`src/rtl/tsm_pkg.sv`:
```
// tsm_pkg: shared constants for the test stop monitor
// assumes a 20 MHz clock and a one-second tick derived from it
package tsm_pkg;
  localparam int unsigned tsm_clk_hz = 20_000_000;
  localparam int unsigned tsm_tick_s = 1;
  localparam int unsigned tsm_tick_cycles = tsm_clk_hz * tsm_tick_s;
  localparam int tsm_time_w = 32;
  localparam int tsm_tick_w = 25;
  localparam int tsm_test_w = 8;
  localparam logic [7:0] tsm_test_cycles = 8'h10;
  localparam int tsm_alarm_bit = 31;
  localparam logic [31:0] tsm_time_max = 32'hFFFF_FFFF;
  localparam logic [31:0] tsm_time_rst = 32'h0000_0000;
  typedef enum logic [1:0] {tsm_idle, tsm_test_ext, tsm_test_basic} tsm_state_e;
endpackage : tsm_pkg

```
`src/rtl/tsm_top.sv`:
```
// tsm_top: monitors that the safety shutdown circuits are test-stopped in time
// assumes one 20 MHz clock, power-on reset, intervals in seconds from config ports
// Function
// - extended countdown readable; extended test-due alarm at its end
// - basic countdown readable; basic test-due alarm once expired
// - extended expiry shown as a routable output bit
// - basic alarm appears in bit 31 of safety status word
// - alarms are informational and never stop or limit the motor
// - running a test stop internally selects safe torque off
// - extended test starts on selection signal or optionally at power-on
// - extended test stop checks extended and basic circuits
// - basic circuits tested after power-on, on safe torque off or stop one, in extended test
`timescale 1ns/10ps
module tsm_top (
  input wire logic clk,
  input wire logic rst_n,
  input wire logic [31:0] ext_monitor_interval,
  input wire logic [31:0] basic_monitor_interval,
  input wire logic ext_enable,
  input wire logic auto_test_power_on,
  input wire logic test_select,
  input wire logic safe_torque_off,
  input wire logic safe_stop_one,
  input wire logic circuit_ok,
  input wire logic [30:0] safety_status_in,
  output logic [31:0] ext_remaining_time,
  output logic [31:0] basic_remaining_time,
  output logic ext_test_due_alarm,
  output logic basic_test_due_alarm,
  output logic ext_timer_expiry_bit,
  output logic [31:0] safety_status_word,
  output logic test_sto_select,
  output logic test_busy,
  output logic test_failed
);
  typedef struct packed {
    logic [2:0] sel_sync;
    logic [2:0] sto_sync;
    logic [2:0] ss1_sync;
    logic [1:0] ok_sync;
    logic power_on;
    tsm_pkg::tsm_state_e state;
    logic [7:0] test_cnt;
    logic [24:0] tick_cnt;
    logic tick;
    logic reload_ext;
    logic reload_basic;
    logic ext_alarm;
    logic basic_alarm;
    logic [31:0] status;
    logic sto_sel;
    logic busy;
    logic failed;
  } tsm_top_s;
  tsm_top_s q;
  tsm_top_s next_q;
  logic [31:0] ext_rem;
  logic [31:0] basic_rem;
  logic ext_exp;
  logic basic_exp;

  // extended countdown
  tsm_countdown u_ext (
    .clk(clk),
    .rst_n(rst_n),
    .tick(q.tick),
    .reload(q.reload_ext),
    .interval(ext_monitor_interval),
    .remaining(ext_rem),
    .expired(ext_exp)
  );

  // basic countdown
  tsm_countdown u_basic (
    .clk(clk),
    .rst_n(rst_n),
    .tick(q.tick),
    .reload(q.reload_basic),
    .interval(basic_monitor_interval),
    .remaining(basic_rem),
    .expired(basic_exp)
  );

  always_comb begin
    next_q = q;
    next_q.reload_ext = 1'b0;
    next_q.reload_basic = 1'b0;
    next_q.tick = 1'b0;
    // pins pass three flops (circuit_ok two); only the later stages feed edge detection
    next_q.sel_sync = {q.sel_sync[1:0], test_select};
    next_q.sto_sync = {q.sto_sync[1:0], safe_torque_off};
    next_q.ss1_sync = {q.ss1_sync[1:0], safe_stop_one};
    next_q.ok_sync = {q.ok_sync[0], circuit_ok};
    // one-second enable; yearly intervals fit easily in 32 bits of seconds
    if (q.tick_cnt == 25'(tsm_pkg::tsm_tick_cycles - 1)) begin
      next_q.tick_cnt = '0;
      next_q.tick = 1'b1;
    end else begin
      next_q.tick_cnt = q.tick_cnt + 25'h000_0001;
    end
    // test sequencer: a fixed check window, then judge the circuits
    case (q.state)
      tsm_pkg::tsm_idle: begin
        next_q.sto_sel = 1'b0;
        next_q.test_cnt = '0;
        if (ext_enable && ((q.sel_sync[2:1] == 2'b01) || (q.power_on && auto_test_power_on))) begin
          next_q.state = tsm_pkg::tsm_test_ext;
          next_q.sto_sel = 1'b1;
        end else if (q.power_on || q.sto_sync[2:1] == 2'b01 || q.ss1_sync[2:1] == 2'b01) begin
          next_q.state = tsm_pkg::tsm_test_basic;
          next_q.sto_sel = 1'b1;
        end
        next_q.power_on = 1'b0;
      end
      tsm_pkg::tsm_test_ext, tsm_pkg::tsm_test_basic: begin
        next_q.test_cnt = q.test_cnt + 8'h01;
        if (q.test_cnt == tsm_pkg::tsm_test_cycles) begin
          next_q.state = tsm_pkg::tsm_idle;
          next_q.sto_sel = 1'b0;
          next_q.failed = ~q.ok_sync[1];
          if (q.ok_sync[1]) begin
            next_q.reload_basic = 1'b1;
            next_q.reload_ext = (q.state == tsm_pkg::tsm_test_ext);
          end
        end
      end
      default: begin
        next_q.state = tsm_pkg::tsm_idle;
      end
    endcase
    // alarms only report; nothing here touches the drive path
    next_q.ext_alarm = ext_exp & ext_enable;
    next_q.basic_alarm = basic_exp;
    next_q.status = {basic_exp, safety_status_in};
    // busy kept in its own flop so the port is not a state decode
    next_q.busy = (next_q.state != tsm_pkg::tsm_idle) ? 1'b1 : 1'b0;
  end

  always_ff @(posedge clk or negedge rst_n) begin
    if (!rst_n) begin
      q <= '0;
      q.power_on <= 1'b1;
      q.state <= tsm_pkg::tsm_idle;
    end else begin
      q <= next_q;
    end
  end

  // registered outputs; remaining times come from counter flops directly
  assign ext_remaining_time = ext_rem;
  assign basic_remaining_time = basic_rem;
  assign ext_test_due_alarm = q.ext_alarm;
  assign basic_test_due_alarm = q.basic_alarm;
  assign ext_timer_expiry_bit = q.ext_alarm;
  assign safety_status_word = q.status;
  assign test_sto_select = q.sto_sel;
  assign test_busy = q.busy;
  assign test_failed = q.failed;
endmodule : tsm_top

```
`src/rtl/tsm_countdown.sv`:
```
// tsm_countdown: one remaining-time counter with sticky expiry
// assumes tick is a one-cycle enable and reload wins over counting
`timescale 1ns/10ps
module tsm_countdown (
  input wire logic clk,
  input wire logic rst_n,
  input wire logic tick,
  input wire logic reload,
  input wire logic [31:0] interval,
  output logic [31:0] remaining,
  output logic expired
);
  typedef struct packed {
    logic [31:0] remaining;
    logic expired;
  } tsm_cd_s;
  tsm_cd_s q;
  tsm_cd_s next_q;

  // reload on a passed test, otherwise count down and latch expiry at zero
  always_comb begin
    next_q = q;
    if (reload) begin
      next_q.remaining = interval;
      next_q.expired = 1'b0;
    end else if (tick && q.remaining != tsm_pkg::tsm_time_rst) begin
      next_q.remaining = q.remaining - 32'h0000_0001;
      if (q.remaining == 32'h0000_0001) begin
        next_q.expired = 1'b1;
      end
    end else if (q.remaining == tsm_pkg::tsm_time_rst) begin
      next_q.expired = 1'b1;
    end
  end

  always_ff @(posedge clk or negedge rst_n) begin
    if (!rst_n) begin
      q <= '0;
    end else begin
      q <= next_q;
    end
  end

  assign remaining = q.remaining;
  assign expired = q.expired;
endmodule : tsm_countdown

```
`config.mk`:
```
export PLATFORM = sky130hd
export DESIGN_NAME = tsm_top
export DESIGN_NICKNAME = d
export VERILOG_FILES = /design/src/rtl/tsm_pkg.sv /design/src/rtl/tsm_top.sv /design/src/rtl/tsm_countdown.sv
export SDC_FILE = /design/constraint.sdc
export NUM_CORES = 1
export LEC_CHECK = 0
export ABC_CLOCK_PERIOD_IN_PS = 5100
export BUFFER_PORTS_ARGS = -buffer_cell sky130_fd_sc_hd__buf_2
export CAP_MARGIN = 15
export CORE_MARGIN = 3
export CORE_UTILIZATION = 45
export DETAILED_ROUTE_END_ITERATION = 10
export PLACE_DENSITY = 0.72
export SLEW_MARGIN = 5
export SYNTH_ARGS = -nofsm -noshare
export SYNTH_HDL_FRONTEND = slang
export SYNTH_SLANG_ARGS = --single-unit
```
`constraint.sdc`:
```
create_clock -name clk -period 5.1 [get_ports clk]
set_input_delay 0.51 -clock clk [delete_from_list [all_inputs] [get_ports clk]]
set_output_delay 0.51 -clock clk [all_outputs]
set_load 0.02 [all_outputs]
```
======== Word level (Yosys, flattened, before mapping) ========
Cells that the tools add are included.
Widths: inputs -> output; s select.
storage, ports and cells
  register bits ........................... 153
  output and inout port bits .............. 102
  logic and storage cells ................. 87
cells by class
  add/subtract/negate cells ............... 4
  equality and inequality tests ........... 12
  multiplexer cells ....................... 25
  bitwise operators ....................... 2
  reduce and logical (&&, ||, !) cells .... 23
operators with widths
  cell                   count
  $mux 33                2
  $eq 32x1->1 const B    2
  $logic_not 32->1       2
  $mux 32                2
  $reduce_bool 32->1     2
  $sub 32x1->32 const B  2
  $add 25x1->25 const B  1
  $eq 25x25->1 const B   1
  $mux 25                1
  $pmux 8 s2             1
  $mux 2                 6
  $mux 1                 11
  $add 8x1->8 const B    1
  $eq 2x1->1 const B     4
  $eq 8x5->1 const B     1
  $reduce_and 2->1       4
  $reduce_bool 2->1      4
  $ne 3x3->1 const B     2
  $reduce_bool 3->1      2
  $logic_and 1x1->1      4
  $pmux 2 s2             1
  $logic_or 1x1->1       3
  $eq 2x2->1 const B     1
  $logic_not 2->1        1
  other kinds (5)        5

======== Longest topological paths before layout ========
  depth after elaboration ................. 8
  mapped depth ............................ 8
  mapped depth without buffers ............ 8

======== Hierarchy ========
Synthesis repeated with hierarchy kept, for this count alone.
unflattened totals
  cells, all modules ...................... 765
  area total of the unflattened synthesis .. 7707.4 um2
by module, submodules not included
  module         times used  cells each  area each (um2)  seq. area each (um2)
  tsm_countdown  2           242         2152.1           825.8
  tsm_top        1           281         3403.3           2153.3

======== Worst setup path before layout ========
OpenSTA, ideal clock, no wires.
  kind .................................... register -> register
  start ................................... reg u_basic.q, in the netlist u_basic.remaining[9]
  end ..................................... reg u_basic.q, in the netlist u_basic.remaining[21]
  arrival ................................. 2.252 ns
  required time ........................... 4.975 ns
  setup slack ............................. 2.723 ns
  stages on the path, launching flop included .. 9
  path buffers ............................ 2
  period minus slack after synthesis ...... 2.377 ns
  cell sequence ........................... dfrtp_1 or3_1 or3_1 buf_2 nor4b_4 buf_6 nor4_1 xor2_1 mux2_2
between the ends
  word-level cells in the longest chain between the ends .. 3
  elaborated cells between the ends (all ways) .. 6
  those cells by class .................... 1 x add/sub; 2 x mux; 3 x reduce/logical
RTL lines
  what                                                        RTL line                                  RTL
  start: declaration                                          tsm_countdown.sv:17                       tsm_cd_s q;
  start signal: assignment                                    tsm_countdown.sv:40                       q <= next_q;
  $sub 32x1->32 / $reduce_bool 32->1 (equally long branches)  tsm_countdown.sv:27, tsm_countdown.sv:26
  $mux 32 / $logic_and 1x1->1 (equally long branches)         tsm_countdown.sv:26                       end else if (tick && q.remaining != tsm_pkg::tsm_time_rst) begin
  $mux 33 / $reduce_bool 2->1 (equally long branches)         n/a
Several ways; a longest one is shown, not always the timed one. The select of a mux whose other input is x is not followed.
A chain may end at the register's enable or synchronous reset.

======== Final worst setup path ========
  start ................................... reg u_ext.q, in the netlist u_ext.remaining[24]
  end ..................................... reg u_ext.q, in the netlist u_ext.remaining[19]
between the ends
  word-level cells in the longest chain between the ends .. 3
RTL lines
  what                                RTL line
  start: declaration                  tsm_countdown.sv:17
  start signal: assignment            tsm_countdown.sv:40
  $reduce_bool 32->1                  tsm_countdown.sv:26
  $logic_and 1x1->1                   tsm_countdown.sv:26
  $reduce_bool 2->1 (no source line)  n/a
Every way passes these cells.

==> flow_summary.toml <==
[route]
drc = 0
ant_nets = 0
wl_per_cell_um = 16.1
drt_iter0_drc = 245
drt_first_pass_iters = 6
via_per_inst = 5.19
vias = 5686
routed_wl_um = 17700

[sta]
fmax_ghz = 0.323
post-route-period-util_pct = 60.7
tightest_slew_ps = 1090
slew_headroom_pct = 26.9
rsz0062_at_grt = "no"
hold_viol = 0
finalMaxSlewViolations = 0
period_needed_ps = 3090
setup_violations = 0
fin_setup_tns_ps = 0
skew_ps = 7.08

[global_routing]
grt_max_degree = 91
grt_pass1_wl_um = 28500
grt_overflow = 0
antenna_found_initial = 0
grt_pass1_vias = 5439
grt_usage_pct = 20.2

[power_and_ir_drop]
p_leak_nw = 3.74
power_density_nw_per_um2 = 333
peakVddDrop_mv = 0.360

[clock_network]
cts_hold_buf = 0
numCtsBuffers = 17
cts_max_level = 4
cts_tree = "built"
clock_path_buffers = 2
root_buffer = "clkbuf_16"
cts_sinks = 152
ctsResizeCount = 0
post_cts_buffers = 0
clk_pin_slew_worst_paths_ps = 60
insertion_delay_ps = 420

[layout]
drive_gt1_share_pct = 29.9
n_antenna_cell = 0
fin_cells = 1096
fillers = 1365
final_util_pct = 57.1
nets = 987
final_area_um2 = 8840
synthToLayoutAreaGrowth_pct = 22.1

[synthesis]
synth_top_area_share_pct = 52.2
synth_common_cells = "dfrtp_1 (151), nand2_1 (72), nor2_1 (50), o21ai_0 (50), xnor2_1 (47)"
netlist_instances = 706
synth_edf_count = 0
synthesis.area_um2 = 7240
yosys_warnings = 0
syn_avg_cell_area_um2 = 10.3
synth_most_common_cell = "dfrtp_1"
post-synth-top-area-cell = "dfrtp_1"
syn_nets = 819
ys.flop_type = "dfrtp_1"
synth_area_leaders = "dfrtp_1 (52%), xnor2_1 (5.7%), nand2_1 (3.7%)"
async_reset_ff_share_pct = 100
yosysSeqAreaShare_pct = 52.5
synth-seq-cells = 152
synth.distinct_cells = 60

[setup_path]
critPathKind = "reg -> reg"
cp.required_ps = 5440
worstSetupEndpointType = "flip-flop"
arrival_ps = 3430
startpoint_type = "flip-flop"
cp_max_fo = 21
r2r_slack_ps = 2010

[placement]
dpl.cell_count = 1066
post-dp-hpwl_um = 12800
placed_cell_area_um2 = 8200
place.gp.congestion = 0.839
portBuffers = 204

[run]
maxCapViolations = 0

[floorplanning]
rows = 45
fp.dieH_um = 133
boundaryPins = 205
die_w_um = 133
initial_core_util_pct = 46.8
die_area_um2 = 17700
coreArea_um2 = 15500

[worst_hold_path]
hp-class = "in -> async"

[outcome]
status = "complete, no violations"
final timing paths:
check	startpoint	end	cells past startpoint
setup reg to reg	u_ext.remaining[24]	u_ext.remaining[19]	6
hold / removal	rst_n	q[70]	1
max in group asynchronous	rst_n	u_ext.remaining[26]	2
hold reg to reg	next_q[77]	q[77]	0
min in group clk	safety_status_in[14]	safety_status_word[14]	1
setup / recovery	u_ext.remaining[24]	u_ext.remaining[19]	6
kinds of logic after synthesis:
kind of cell / count (synthesis) / synth area share, %
fa+ha+maj: 10 / 1.73
flops: 152 / 52.5
xor+xnor: 75 / 9.07
mux: 15 / 2.28
simple gates: 273 / 19.9
compound gates: 101 / 8.41
buf+inv: 80 / 6.08
worst max-delay path, cell delays in order, from the launching register on:
cell and delay (ps):
dfrtp_1 410, or4_1 600, nor4_2 260, and3_1 760, a31oi_1 530, a21o_1 300, a31oi_1 150
where the power goes:
part           internal, W  switching (W)  total, W
Combinational     0.000113       0.000182  0.000295
Clock             0.000878       0.000491   0.00137
Sequential         0.00125      0.0000294   0.00128
sequential cells by signal (all words and copies together) (netlist names):
register and cells:
test_failed 1, u_ext.expired 1, u_basic.remaining 32, test_busy 1, u_basic.expired 1, ext_test_due_alarm 1, test_sto_select 1, q 43
u_ext.remaining 32, next_q 7, basic_test_due_alarm 1, safety_status_word 31
routing by layer:
layer	wire, µm	global-route usage (%)	share of wire, %	up-vias
met4	342	6.81	1.9	0
met5	0	0	0	-
met3	1220	6.16	6.9	26
li1	-	-	-	2769
met1	7720	26.2	44	2707
met2	8410	32.4	48	184
area by class of cell:
type	count	area (µm²)	area share [%]
Multi-Input combinational cell	474	3000	33.9
Clock inverter	11	198	2.24
Clock buffer	19	443	5.01
Tap cell	211	264	2.98
Timing Repair Buffer	208	1060	12.0
Sequential cell	152	3800	43.0
Inverter	21	78.8	0.891
placed cells by master, fill, tap and decap left out, types with 5 or more instances in the layout:
cell / netlist / routed
buf_2: 4 / 203
dfrtp_1: 151 / 151
nand2_1: 72 / 72
o21ai_0: 50 / 50
nor2_1: 50 / 50
xnor2_1: 47 / 47
xor2_1: 28 / 28
nor4_1: 27 / 27
nor3_1: 24 / 24
inv_1: 20 / 20
nand3_1: 20 / 20
clkbuf_16: 0 / 17
a21oi_1: 16 / 16
nand4_1: 12 / 12
mux2_2: 12 / 12
ha_1: 10 / 10
or4_1: 9 / 9
and3_1: 8 / 8
or3_1: 8 / 8
a31oi_1: 6 / 6
or2_2: 6 / 6
nor4b_1: 5 / 5
nand3b_1: 5 / 5
nand2b_1: 5 / 5
bufinv_16: 0 / 5
through the flow:
step           hold WS [ps]  power [W]  setup slack (ps)
4_1_cts                 168    0.00298              2050
6_report                140    0.00295              2010
5_1_grt                 164    0.00308              1790
3_3_place_gp            332    0.00160              2150
2_1_floorplan           214    0.00149              2720
3_5_place_dp            336    0.00160              2070
Power figures use the tool's default switching activity.
